==> config.mk <==
export PLATFORM = sky130hd
export DESIGN_NAME = supply_supervisor_reset
export DESIGN_NICKNAME = d
export VERILOG_FILES = /design/src/pkg/supervisor_pkg.sv /design/src/core/pin_sync.sv /design/src/core/supply_supervisor_reset.sv
export VERILOG_INCLUDE_DIRS = /design/src /design/src/pkg
export SDC_FILE = /design/constraint.sdc
export NUM_CORES = 1
export LEC_CHECK = 0
export ABC_AREA = 0
export ABC_CLOCK_PERIOD_IN_PS = 4910
export BUFFER_PORTS_ARGS = -buffer_cell sky130_fd_sc_hd__buf_2
export CORE_ASPECT_RATIO = 0.6
export CORE_MARGIN = 2
export CORE_UTILIZATION = 60
export CTS_BUF_LIST = sky130_fd_sc_hd__clkbuf_8 sky130_fd_sc_hd__clkbuf_16
export DETAILED_ROUTE_END_ITERATION = 8
export PLACE_DENSITY = 0.74
export REMOVE_ABC_BUFFERS = 1
export SKIP_LAST_GASP = 1
export SLEW_MARGIN = 0
export SYNTH_ARGS = -nofsm -noshare
export SYNTH_HDL_FRONTEND = slang
export SYNTH_SLANG_ARGS = --single-unit
export TNS_END_PERCENT = 1
==> constraint.sdc <==
create_clock -name mclk -period 4.91 [get_ports mclk]
set_clock_uncertainty 0.1 [all_clocks]
set_input_delay 0.2455 -clock mclk [delete_from_list [all_inputs] [get_ports mclk]]
set_output_delay 0.2455 -clock mclk [all_outputs]
set_load 0.01 [all_outputs]
==> src/pkg/supervisor_consts.svh <==
// timing and sync constants for the supply supervisor
`ifndef SUPERVISOR_CONSTS_SVH
`define SUPERVISOR_CONSTS_SVH
`define CLK_PERIOD_NS 10
`define RESET_TIMEOUT_MS 200
`define WATCHDOG_TIMEOUT_MS 1600
`define CS_HOLD_US 18
`define RESET_TIMEOUT_CYC ((`RESET_TIMEOUT_MS * 1000000) / `CLK_PERIOD_NS)
`define WATCHDOG_CYC ((`WATCHDOG_TIMEOUT_MS * 1000000) / `CLK_PERIOD_NS)
`define CS_HOLD_CYC ((`CS_HOLD_US * 1000) / `CLK_PERIOD_NS)
`define CNT_W 32
`define SYNC_W 3
`endif

==> src/pkg/supervisor_pkg.sv <==
// types for the supply supervisor
package supervisor_pkg;
   typedef enum logic [1:0]
   {
      GATE_PASS = 2'b00,
      GATE_HOLD = 2'b01,
      GATE_CLOSED = 2'b10
   } gate_state_t;
endpackage

==> src/core/pin_sync.sv <==
// three-stage pin synchroniser with agreement filter
`timescale 1ns/100ps
`default_nettype none
module pin_sync #(
   parameter int WIDTH = 1
) (
   input wire logic mclk,
   input wire logic nrst,
   input wire logic [WIDTH-1:0] pin,
   output logic [WIDTH-1:0] level
);
   typedef struct packed
   {
      logic [WIDTH-1:0] s1;
      logic [WIDTH-1:0] s2;
      logic [WIDTH-1:0] s3;
      logic [WIDTH-1:0] level;
   } sync_t;
   sync_t r;
   sync_t next_r;
   always_comb
   begin
      next_r = r;
      next_r.s1 = pin;
      next_r.s2 = r.s1;
      next_r.s3 = r.s2;
      // change counts once stages two and three agree
      for (int i = 0; i < WIDTH; i++)
      begin
         if (r.s2[i] == r.s3[i])
         begin
            next_r.level[i] = r.s3[i];
         end
      end
   end
   always_ff @(posedge mclk)
   begin
      if (!nrst)
      begin
         r <= '0;
      end
      else
      begin
         r <= next_r;
      end
   end
   assign level = r.level;
endmodule
`default_nettype wire

==> src/core/supply_supervisor_reset.sv <==
// supply supervisor: reset stretch, watchdog, backup select, cs gate
// Notes on behaviour
// - reset_n is low while supply is below trip and stays low 200ms after.
// - a new below-trip event during the stretch restarts it from zero.
// - a toggle input stuck for 1.6s starts a 200ms reset.
// - a floating indication on the toggle input suppresses the watchdog timeout only.
// - reset_hi is always the inverse of reset_n, push-pull.
// - low_supply_warning_n goes low when supply is near the trip level.
// - backup path is chosen only below both trip and backup level.
// - main path is chosen whenever above either level.
// - the gated chip-select sits high while the gate is closed.
// - the watchdog clears on reset and on any toggle edge out of reset.
// - the watchdog stays cleared during reset and counts after release.
// - an active chip-select at reset passes up to 18us or until released.
// - once closed the gate stays high until reset ends and cs_in is low.
`timescale 1ns/100ps
`default_nettype none
`include "supervisor_consts.svh"
module supply_supervisor_reset #(
   parameter logic [`CNT_W-1:0] RESET_CYC = `RESET_TIMEOUT_CYC,
   parameter logic [`CNT_W-1:0] WDOG_CYC = `WATCHDOG_CYC,
   parameter logic [`CNT_W-1:0] HOLD_CYC = `CS_HOLD_CYC
) (
   input wire logic mclk,
   input wire logic nrst,
   input wire logic below_reset_trip_level,
   input wire logic below_backup_level,
   input wire logic near_reset_trip_level,
   input wire logic watchdog_toggle_input,
   input wire logic watchdog_floating,
   input wire logic cs_in_n,
   output logic reset_n,
   output logic reset_hi,
   output logic low_supply_warning_n,
   output logic backup_supply_select,
   output logic cs_out_n
);
   import supervisor_pkg::*;
   ////////////////////////////////////////////////////////////////////////
   typedef struct packed
   {
      logic [`CNT_W-1:0] rst_cnt;
      logic [`CNT_W-1:0] wd_cnt;
      logic [`CNT_W-1:0] hold_cnt;
      logic wdi_prev;
      logic wd_fire;
      gate_state_t gate;
      logic reset_n;
      logic reset_hi;
      logic warn_n;
      logic backup;
      logic cs_out_n;
   } state_t;
   state_t r;
   state_t next_r;
   logic [5:0] sync_in;
   logic [5:0] sync_lv;
   logic s_below;
   logic s_bkup;
   logic s_near;
   logic s_wdi;
   logic s_float;
   logic s_cs_n;
   logic hold_rst;
   ////////////////////////////////////////////////////////////////////////
   // input synchroniser
   assign sync_in = {cs_in_n, watchdog_floating, watchdog_toggle_input,
                     near_reset_trip_level, below_backup_level,
                     below_reset_trip_level};
   pin_sync #(.WIDTH(6)) u_sync (
      .mclk(mclk),
      .nrst(nrst),
      .pin(sync_in),
      .level(sync_lv)
   );
   assign s_below = sync_lv[0];
   assign s_bkup = sync_lv[1];
   assign s_near = sync_lv[2];
   assign s_wdi = sync_lv[3];
   assign s_float = sync_lv[4];
   assign s_cs_n = sync_lv[5];
   // reset held while the cause stands or the stretch counter runs
   assign hold_rst = s_below || r.wd_fire || (r.rst_cnt != '0);
   ////////////////////////////////////////////////////////////////////////
   always_comb
   begin
      next_r = r;
      next_r.wdi_prev = s_wdi;
      next_r.wd_fire = 1'b0;
      if (s_below || r.wd_fire)
      begin
         next_r.rst_cnt = RESET_CYC;
      end
      else if (r.rst_cnt != '0)
      begin
         next_r.rst_cnt = r.rst_cnt - 1'b1;
      end
      next_r.reset_n = !hold_rst;
      next_r.reset_hi = hold_rst;
      if (hold_rst || !r.reset_n || (s_wdi != r.wdi_prev) || s_float)
      begin
         next_r.wd_cnt = '0;
      end
      else if (r.wd_cnt >= WDOG_CYC - 1'b1)
      begin
         next_r.wd_fire = 1'b1;
         next_r.wd_cnt = '0;
      end
      else
      begin
         next_r.wd_cnt = r.wd_cnt + 1'b1;
      end
      next_r.warn_n = !(s_near || s_below);
      next_r.backup = s_below && s_bkup;
      case (r.gate)
         GATE_PASS:
         begin
            if (hold_rst)
            begin
               next_r.gate = s_cs_n ? GATE_CLOSED : GATE_HOLD;
               next_r.hold_cnt = HOLD_CYC;
            end
         end
         GATE_HOLD:
         begin
            next_r.hold_cnt = r.hold_cnt - 1'b1;
            if (s_cs_n || r.hold_cnt <= 1)
            begin
               next_r.gate = GATE_CLOSED;
            end
         end
         GATE_CLOSED:
         begin
            if (!hold_rst && !s_cs_n)
            begin
               next_r.gate = GATE_PASS;
            end
         end
         default:
         begin
            next_r.gate = GATE_CLOSED;
         end
      endcase
      next_r.cs_out_n = (next_r.gate == GATE_CLOSED) ? 1'b1 : s_cs_n;
   end
   always_ff @(posedge mclk)
   begin
      if (!nrst)
      begin
         r <= '0;
         r.gate <= GATE_CLOSED;
         r.reset_hi <= 1'b1;
         r.warn_n <= 1'b0;
         r.cs_out_n <= 1'b1;
         r.rst_cnt <= RESET_CYC;
      end
      else
      begin
         r <= next_r;
      end
   end
   assign reset_n = r.reset_n;
   assign reset_hi = r.reset_hi;
   assign low_supply_warning_n = r.warn_n;
   assign backup_supply_select = r.backup;
   assign cs_out_n = r.cs_out_n;
endmodule
`default_nettype wire

==> impl_results.md, run 1 <==
- Core ar.: roughly 9100 sq um
- Pint: 1840 uW
- Final Hold Fails: 0
- Leakage dissipation: 0.00222 uW
- Avg WL per Cell: 15.8 microns
- H-Tree Depth: 4
- Setup crit start kind: register
- VDD IR max: 0.000296 V
- Pin count of the biggest net entering global routing: 45
- Die Y: 78.6 microns
- Hold slack: 0.276 ns
- Reg power frac: 43.9%
- Post-synth top flop: dfxtp_1
- Max cap viols: 0
- Synth Cell Area: roughly 5600 sq um
- NetSw: 652 uW
- Most common cell in the synthesized netlist: dfxtp_1
- Synth cell types: 54
- Finish-stage setup viols: 0
- CP arrival: around 3.2 ns
- Clock Pin Slew Worst Setup and Hold Paths: 0.06 ns
- Rows: 27
- Clock power share: 50.2%
- CP endpoint kind: register
- Number of global-route vias before repair: roughly 4300
- Max-slew headroom: 30.2%
- CTS tree: built
- Area contributors post-synth: dfxtp_1 (46%), nor2_1 (4.3%), nand2_1 (3.3%)
- # DRC: 0
- Final period utilization: 60.7%
- Crit path time final: between 2 and 3 ns
- Clock Latency Late Sink: 0.43 ns
- Top fanout value on the critical path: 19
- Initial antenna violation count: 0
- Cells after synthesis: just over 600
- Non-Filler Instances: 764
- Root buffer cell: clkbuf_16
- Total power: 2490 uW
- Die area: 10100 sq um
- Yosys warns: 0
- Most instantiated cells after synthesis: dfxtp_1 (129), nor2_1 (64), nand2_1 (49)
- GP Congestion: between 0.8 and 0.9
- Post-CTS setup repair buffer count: 0
- Antenna diode count: 0
- Routed Antenna Nets: 0
- PortBufs: 12
- Post-route setup TNS: 0 ns
- Hold Crit Class: primary input to register
- TritonCTS buffer count: 17
- GRT Total Usage: 25.6%
- Syn avg cell area: 9.05 sq um
- Vias: 4622
- Fmax: 336 MHz
- Switching part of the total power: 26.1%
- First-pass GRT wire length: 20400 microns
- Post-synthesis async set-or-reset flop share: 0%
- Final wirelength: approximately 12000 microns
- Die X-Extent: about 130 microns
- Status: complete, no violations
- Slew Viols, Final: 0
- First DRT Iteration DRCs: roughly 340
- I/O pins: 13
- Cell count after placement: approximately 730
- Synth area leader: dfxtp_1
- Layout cells sized above 1: 10.2%
- Clock sinks: approximately 130
- Initial Utilization: 61.2%
- Synth Register Bits: approximately 130
- Critical Path RT: 5.17 ns
- GRT overflow: 0
- Reg2reg setup slack: 1.93 ns
- Worst Tran Pin Value: between 1 and 1.5 ns
- Number of flops mapped to enable cells by yosys: 0
- Area grow syn2layout: 14.3%
- CTS Buffer Depth: 2
- Synth top area share: 46.4%
- Power density over the cells: 392 nW/um^2
- Combinational share of power: 6.0%
- DR pass1 iterations: 5
- RSZ-0062 raised after global routing: no
- Critical path class: register to register
- Fin nets: around 650
- Via density: slightly above 6
- Register area share after synthesis: 46.4%
- Dpl hpwl: 7790 microns
## cells by family (layout without fill, tap and decap cells)
family | after synthesis | after routing | share of synthesized area (%)
xor gates and xnor gates | 40 | 40 | 6.30
adders and majority gates | 5 | 5 | 1.12
other | 1 | 4 | 0.0674
DFF | 129 | 129 | 46.4
and+or+nand+nor | 289 | 289 | 28.7
muxes | 4 | 4 | 0.765
AOI/OAI and AO/OA | 114 | 114 | 14.3
buffers and inverters | 33 | 63 | 2.34
## metal layers
metal | routed length (microns) | vias up | GRT usage [%]
li1 | - | 2312 | -
met1 | 6080 | 2185 | 35.2
met2 | 5250 | 108 | 38.5
met3 | 559 | 17 | 6.48
met4 | 183 | 0 | 10.4
met5 | 0 | - | 0
## metrics by stage
stage	utilization, %	worst slack [ns]	cell area (sq um)
detailed placement	62.9	1.96	5710
CTS	70.0	1.94	6360
finish	70.0	1.93	6360
global route	70.0	1.54	6360
global placement	62.9	2.16	5710
floorplan	-	2.58	5490
## layout by cell type (no fill, tap or decap), drive strengths merged, types with 15 or more instances in the layout
cell type and count:
nor3 24, clkbuf 17, nor2 64, nand4 16
nand3 21, nor4 17, xnor2 21, a21oi 31
and2 22, or3 15, inv 22, o31ai 20
xor2 19, nand2 49, dfxtp 129
## layout make-up
cell class / instances / area (sq um)
inverter: 11 / 41.3
fill: 683 / 2730
clock inverter: 15 / 160
tap: 116 / 145
timing repair buffer: 20 / 135
multi-input combinational: 456 / 2870
clock buffer: 17 / 425
sequential: 129 / 2580
## state kept, by name (all words and copies together), names as in the netlist
signal	cells
backup_supply_select	1
cs_out_n	1
low_supply_warning_n	1
r	100
reset_hi	1
reset_n	1
u_sync.level	6
u_sync.next_r	12
u_sync.r	6
## worst max-delay path, stage by stage (launching register included)
cell and delay [ns]:
dfxtp_1 0.35, nor4_1 0.48, nand4_1 0.61, o31ai_4 0.89, o311ai_0 0.30, a21oi_1 0.18
## power groups by stage
| stage | registers (uW) | logic (uW) | clock network [uW] |
|---|---|---|---|
| after global routing | 1100 | 165 | 1310 |
| after global placement | 1110 | 135 | 0 |
| final | 1090 | 149 | 1250 |
| after CTS | 1090 | 145 | 1260 |
| after detailed placement | 1110 | 140 | 0 |
| after floorplan | 1110 | 98.9 | 0 |
## path summary, 6_finish.rpt
check                                                  start                     endpoint  depth (start not counted)
worst max-delay path                      r[93]$_SDFFE_PP1P_           r[38]$_SDFFE_PN0P_                          5
worst min-delay path                                    nrst              r[6]$_SDFF_PN1_                          2
worst max register to register            r[93]$_SDFFE_PP1P_           r[38]$_SDFFE_PN0P_                          5
worst min register to register  u_sync.next_r[12]$_SDFF_PN0_  u_sync.next_r[6]$_SDFF_PN0_                          1
## what timing repair did
action,CTS,global route
gates resized for setup,0,0
hold buffers,6,0
hold endpoints to repair,6,0
Note: power is estimated with default switching activity, not from simulation.
==> run 2, diff against run 1 <==
--- a/config.mk
+++ b/config.mk
@@ -7,7 +7,7 @@
 export NUM_CORES = 1
 export LEC_CHECK = 0
 export ABC_AREA = 0
-export ABC_CLOCK_PERIOD_IN_PS = 4910
+export ABC_CLOCK_PERIOD_IN_PS = 2800
 export BUFFER_PORTS_ARGS = -buffer_cell sky130_fd_sc_hd__buf_2
 export CORE_ASPECT_RATIO = 0.6
 export CORE_MARGIN = 2
==> constraint.sdc (replaced) <==
create_clock -name mclk -period 2.8 [get_ports mclk]
set_clock_uncertainty 0.1 [all_clocks]
set_input_delay 0.14 -clock mclk [delete_from_list [all_inputs] [get_ports mclk]]
set_output_delay 0.14 -clock mclk [all_outputs]
set_load 0.01 [all_outputs]
==> run 2 against run 1 <==
Net effect: non-clock buffer count increased by 14; sequential share of layout area down 0.77 points; sequential power increased by 76%; die area unchanged; clock-buffer cell count unchanged; global-route usage up 0.74 points; clock power grew 79%; cell count increased by 1.8%; combinational power increased by 87%; fmax increased by 17%; sequential cell count stayed put; register-to-register slack worse by 1.7 ns.
==> impl_results.md, run 2 (synthesis results as in run 1) <==
- Die area: 10100 sq um (unchanged)
- Register with the most flip-flops: r
- Layout cells sized above 1: 12.2% (+2.1 points)
- CP max stage delay: 0.49 ns (-0.40 ns)
- Fin nets: 662 (+2.2%)
- First-pass GRT wire length: 21100 microns (+3.2%)
- Met3 wire len: 554 microns (-0.89%)
- Clock Pin Slew Worst Setup and Hold Paths: 0.06 ns (about the same)
- Slowest stage cell on the critical path: nor4_1
- Worst Setup SP: r[97]$_SDFFE_PP1P_
- Fmax: 391 MHz (+17%)
- Worst Tran Pin Value: 0.566 ns (-0.471 ns)
- Post-Route M1 WL: 6150 microns (+1.1%)
- Dpl cell area: 5820 sq um (+1.8%)
- RSZ-0062 raised after global routing: no
- Final period utilization: 91.3% (+31 points)
- Slew Viols, Final: 0 (unchanged)
- CP arrival: 2.80 ns (-0.43 ns)
- GRT Total Usage: 26.4% (+0.74 points)
- Power density over the cells: 684 nW/um^2 (+74%)
- HP Start: nrst
- Leakage dissipation: 0.00229 uW (+3.0%)
- Finish-stage setup viols: 0 (unchanged)
- Rows: 27 (unchanged)
- Pin count of the biggest net entering global routing: 44 (-2.2%)
- Hold Crit Class: primary input to register
- Clock sinks: 129 (unchanged)
- TritonCTS buffer count: 17 (unchanged)
- # DRC: 0 (unchanged)
- Initial Utilization: 61.2% (unchanged)
- Multi-input gate area: 2870 sq um (+0.22%)
- Commonest non-fill, non-tap cells in the layout: dfxtp_1 (129), nor2_1 (64), nand2_1 (49), a21oi_1 (31), nor3_1 (23)
- FF+latch area: 2580 sq um (unchanged)
- Number of global-route vias before repair: 4457 (+2.8%)
- Cell area after layout: 6480 sq um (+1.9%)
- First DRT Iteration DRCs: 344 (+2.4%)
- Top Metal Used: met4
- PortBufs: 12 (unchanged)
- Initial antenna violation count: 0 (unchanged)
- Antenna diode count: 0 (unchanged)
- Critical path class: register to register
- Vias: 4688 (+1.4%)
- WL met2: 5560 microns (+6.0%)
- Area grow syn2layout: 16.5%
- Via density: 6.03 (-0.40%)
- CP endpoint kind: register
- Setup crit start kind: register
- Routed Antenna Nets: 0 (unchanged)
- Largest register FFs: 100 (unchanged)
- CTS tree: built
- H-Tree Depth: 4 (unchanged)
- Max cap viols: 0 (unchanged)
- Die X-Extent: 128 microns (unchanged)
- I/O pins: 13 (unchanged)
- Post-route setup TNS: 0 ns (unchanged)
- Final wirelength: 12400 microns (+2.9%)
- Critical Path RT: 3.04 ns (-2.13 ns)
- Top fanout value on the critical path: 28 (+9)
- VDD IR max: 0.000476 V (+61%)
- Status: complete, no violations
- CP cell instances: nor4_1 -> nand4_1 -> buf_4 -> nor4_4 -> nand4_4 -> nor2_1
- GP Congestion: 0.781 (-2.6%)
- Final Hold Fails: 0 (unchanged)
- GRT overflow: 0 (unchanged)
- Post-CTS setup repair buffer count: 0 (unchanged)
- Commonest non-fill, non-tap cell in the layout: dfxtp_1
- CTS Buffer Depth: 2 (unchanged)
- Avg WL per Cell: 16.0 microns (+1.1%)
- Max-slew headroom: 61.9% (+32 points)
- Dpl hpwl: 8160 microns (+4.7%)
- Clock Latency Late Sink: 0.42 ns (about the same)
- R2R Path Start: r[97]$_SDFFE_PP1P_
- Crit path time final: 2.56 ns (-0.422 ns)
- Root buffer cell: clkbuf_16
- DR pass1 iterations: 5 (unchanged)
- FILL cells: 694 (+1.6%)
- Core ar.: 9090 sq um (unchanged)
- Die Y: 78.6 microns (unchanged)
-- run 2: changes by cell type in the layout (fill, tap and decap cells not counted) --
cell	delta
bufinv_16	+1
buf_4	+14
nor4_2	+1
inv_6	-2
clkinv_4	+1
clkinv_2	+1
inv_8	-2
clkinvlp_4	+1
nor4_1	-1
-- run 2: what timing repair did --
item                       4_1_cts  5_1_grt
hold endpoints to repair         6        0
setup endpoints to repair        0       28
hold buffers                     6        0
resized for setup                0        1
-- run 2: cell type report --
cell class | instances | area share [%]
multi-input combinational | 456 | 44.4
sequential | 129 | 39.9
clock buffer | 17 | 6.56
timing repair buffer | 34 | 3.71
clock inverter | 15 | 2.65
tap | 116 | 2.24
inverter | 11 | 0.637
-- run 2: metrics by stage --
stage               instances  setup WS (ns)  hold slack (ns)  util (%)  total power, uW
finish                    778          0.244           0.0333      71.3             4430
global route              778        0.00933           0.0281      71.3             4570
CTS                       778          0.187           0.0202      71.2             4450
detailed placement        740          0.259            0.250      64.0             2220
global placement          740          0.400            0.246      64.0             2210
floorplan                 596          0.471            0.116         -             2120
-- run 2: routing by layer --
metal  GRT usage (%)  up-vias
met2            40.4      126
li1                -     2332
met3            6.82       16
met4            9.23        0
met5               0        -
met1            36.2     2214
-- run 2: final timing paths --
check,end,slack [ns],cells past startpoint
min,reset_n$_SDFF_PN0_,0.03,3
max reg2reg,r[53]$_SDFF_PP0_,0.24,6
max,r[53]$_SDFF_PP0_,0.24,6
min reg2reg,u_sync.next_r[9]$_SDFF_PN0_,0.33,1
-- run 2: report_power, final --
group | internal (uW) | switching, uW | total (uW)
clock | 1340 | 901 | 2240
combinational | 108 | 170 | 278
sequential | 1880 | 39.0 | 1920
total | 3320 | 1110 | 4430
-- run 2: worst max-delay path, delay by kind of cell, from the launching register on --
kind	cells	cell delay, ns
DFF	1	0.35
and+or+nand+nor	5	1.78
buffers and inverters	1	0.23
==> run 3, diff against run 2 <==
--- a/config.mk
+++ b/config.mk
@@ -14,7 +14,7 @@
 export CORE_UTILIZATION = 60
 export CTS_BUF_LIST = sky130_fd_sc_hd__clkbuf_8 sky130_fd_sc_hd__clkbuf_16
 export DETAILED_ROUTE_END_ITERATION = 8
-export PLACE_DENSITY = 0.74
+export PLACE_DENSITY = 0.75
 export REMOVE_ABC_BUFFERS = 1
 export SKIP_LAST_GASP = 1
 export SLEW_MARGIN = 0
==> run 3 against run 2 <==
Net effect: utilization up 0.21 points; design area increased by 0.29%; sequential power hardly changed; sequential share of layout area fell by 0.12 points; combinational power up 2%; sequential cell count is the same; worst setup slack got worse by 0.030 ns; global-route usage decreased by 0.40 points; worst hold slack improved by 0.30 ns; die area did not move; clock power hardly changed; critical endpoint is now r[65]$_SDFF_PP0_.
==> impl_results.md, run 3 (synthesis results as in run 1) <==
- Area grow syn2layout: 16.8%
- GRT Total Usage: 26.0% (-0.40 points)
- Reg2reg path depth: 5 (-1)
- Max cap viols: 0 (unchanged)
- Register with the most flip-flops: r
- Slowest stage cell on the critical path: nor4_1
- Dpl cell area: 5810 sq um (-0.13%)
- Clock power share: 50.8% (+0.3 points)
- CTS tree: built
- Multi-input gate area: 2870 sq um (unchanged)
- Fin nets: 662 (unchanged)
- Clock Pin Slew Worst Setup and Hold Paths: 0.06 ns (about the same)
- Reg power frac: 42.9% (-0.3 points)
- Commonest non-fill, non-tap cell in the layout: dfxtp_1
- Vias: 4702 (+0.30%)
- NetSw: 1130 uW (+1.5%)
- Finish-stage setup viols: 0 (unchanged)
- DR pass1 iterations: 5 (unchanged)
- Final period utilization: 92.4% (+1.1 points)
- Setup crit start kind: register
- Antenna diode count: 0 (unchanged)
- RSZ-0062 raised after global routing: yes
- FILL cells: 655 (-5.6%)
- Worst hold stages: 1 (-2)
- Largest register FFs: 100 (unchanged)
- Clock Latency Late Sink: 0.41 ns (about the same)
- Initial antenna violation count: 0 (unchanged)
- CP max stage delay: 0.50 ns (about the same)
- Clock sinks: 129 (unchanged)
- PortBufs: 12 (unchanged)
- TritonCTS buffer count: 17 (unchanged)
- GP Congestion: 0.843 (+7.9%)
- Root buffer cell: clkbuf_16
- Layout cells sized above 1: 12.1% (-0.15 points)
- Critical path class: register to register
- Worst Setup SP: r[93]$_SDFFE_PP1P_
- H-Tree Depth: 4 (unchanged)
- # DRC: 0 (unchanged)
- Critical Path RT: 3.03 ns (about the same)
- Pint: 3340 uW (+0.64%)
- Max-slew headroom: 60.4% (-1.5 points)
- Via density: 6.04 (+0.30%)
- Avg WL per Cell: 15.8 microns (-1.3%)
- Fmax: 387 MHz (-1.2%)
- GRT overflow: 0 (unchanged)
- Post-layout util: 71.5% (+0.21 points)
- CP cell instances: nor4_1 -> nand4_1 -> nor4_4 -> nand4_4 -> nor2_1
- Dpl hpwl: 8150 microns (-0.17%)
- Number of global-route vias before repair: 4486 (+0.65%)
- Pin count of the biggest net entering global routing: 38 (-14%)
- Top fanout value on the critical path: 28 (unchanged)
- Rows: 27 (unchanged)
- Slew Viols, Final: 0 (unchanged)
- Status: complete, no violations
- Hold Crit Class: register to register
- Commonest non-fill, non-tap cells in the layout: dfxtp_1 (129), nor2_1 (64), nand2_1 (49), a21oi_1 (31), nor3_1 (23)
- CP endpoint kind: register
- Final Hold Fails: 0 (unchanged)
- Core ar.: 9090 sq um (unchanged)
- Initial Utilization: 61.2% (unchanged)
- Switching part of the total power: 25.2% (+0.16 points)
- Power density over the cells: 688 nW/um^2 (+0.57%)
- Die Y: 78.6 microns (unchanged)
- Crit path time final: 2.59 ns (+0.0302 ns)
- Die area: 10100 sq um (unchanged)
- CTS Buffer Depth: 2 (unchanged)
- Die X-Extent: 128 microns (unchanged)
- Routed Antenna Nets: 0 (unchanged)
- I/O pins: 13 (unchanged)
- VDD IR max: 0.000582 V (+22%)
- Combinational share of power: 6.3% (about the same)
- FF+latch area: 2580 sq um (unchanged)
- Leakage dissipation: 0.00231 uW (+0.69%)
- CP arrival: 2.82 ns (+0.02 ns)
- First-pass GRT wire length: 20900 microns (-0.92%)
- Worst Tran Pin Value: 0.579 ns (+0.0130 ns)
- Cell area after layout: 6500 sq um (+0.29%)
- HP Start: u_sync.next_r[17]$_SDFF_PN0_
- Final wirelength: 12300 microns (-1.3%)
- R2R Path Start: r[93]$_SDFFE_PP1P_
- First DRT Iteration DRCs: 345 (+0.29%)
-- run 3: changes by cell type in the layout (fill, tap and decap cells not counted), sizes merged --
cell / change
dlygate4sd3: +1
clkinv: -1
clkinvlp: -2
inv: +3
buf: -1
-- run 3: per-layer routing --
layer / wire length (microns) / GRT usage [%] / vias up / share of wire (%)
met3: 518 / 5.39 / 14 / 4.2
li1: - / - / 2334 / -
met4: 161 / 11.3 / 0 / 1.3
met2: 5310 / 37.4 / 117 / 43
met1: 6270 / 37.4 / 2237 / 51
met5: 0 / 0 / - / 0
-- run 3: area by class of cell --
type / instances / area share (%)
Clock buffer: 17 / 6.55
Clock inverter: 15 / 2.89
Inverter: 11 / 0.635
Multi-Input combinational cell: 456 / 44.2
Sequential cell: 129 / 39.7
Tap cell: 116 / 2.23
Timing Repair Buffer: 34 / 3.74
-- run 3: power groups by stage --
| stage | Clock (uW) | Sequential (uW) | Combinational, uW |
|---|---|---|---|
| 6_report | 2270 | 1920 | 283 |
| 3_3_place_gp | 0 | 1950 | 262 |
| 5_1_grt | 2380 | 1920 | 315 |
| 3_5_place_dp | 0 | 1960 | 269 |
| 4_1_cts | 2290 | 1910 | 279 |
| 2_1_floorplan | 0 | 1950 | 173 |
-- run 3: timing repair --
item | in CTS | in global routing
buffers inserted | 0 | 0
hold buffers | 7 | 0
endpoints found under the hold margin | 10 | 0
endpoints found under the setup margin | 0 | 2
resized for setup | 0 | 1
-- run 3: through the flow --
| step | power (uW) | hold WS (ns) | TNS [ns] | cells | worst slack (ns) |
|---|---|---|---|---|---|
| floorplan | 2120 | 0.116 | 0 | 596 | 0.471 |
| global placement | 2220 | 0.245 | 0 | 739 | 0.425 |
| detailed placement | 2220 | 0.249 | 0 | 739 | 0.256 |
| CTS | 4490 | 0.335 | 0 | 778 | 0.183 |
| global route | 4620 | 0.357 | -0.00841 | 778 | -0.00841 |
| finish | 4470 | 0.331 | 0 | 778 | 0.214 |
-- run 3: final timing paths --
path                                   to  slack [ns]
min          u_sync.next_r[11]$_SDFF_PN0_        0.33
min reg2reg  u_sync.next_r[11]$_SDFF_PN0_        0.33
max                      r[65]$_SDFF_PP0_        0.21
max reg2reg              r[65]$_SDFF_PP0_        0.21
-- run 3: worst max-delay path, delay by kind of cell, from the launching register on --
family	cells	cell delay, ns
flip-flops	1	0.35
AND/OR/NAND/NOR	5	2.05
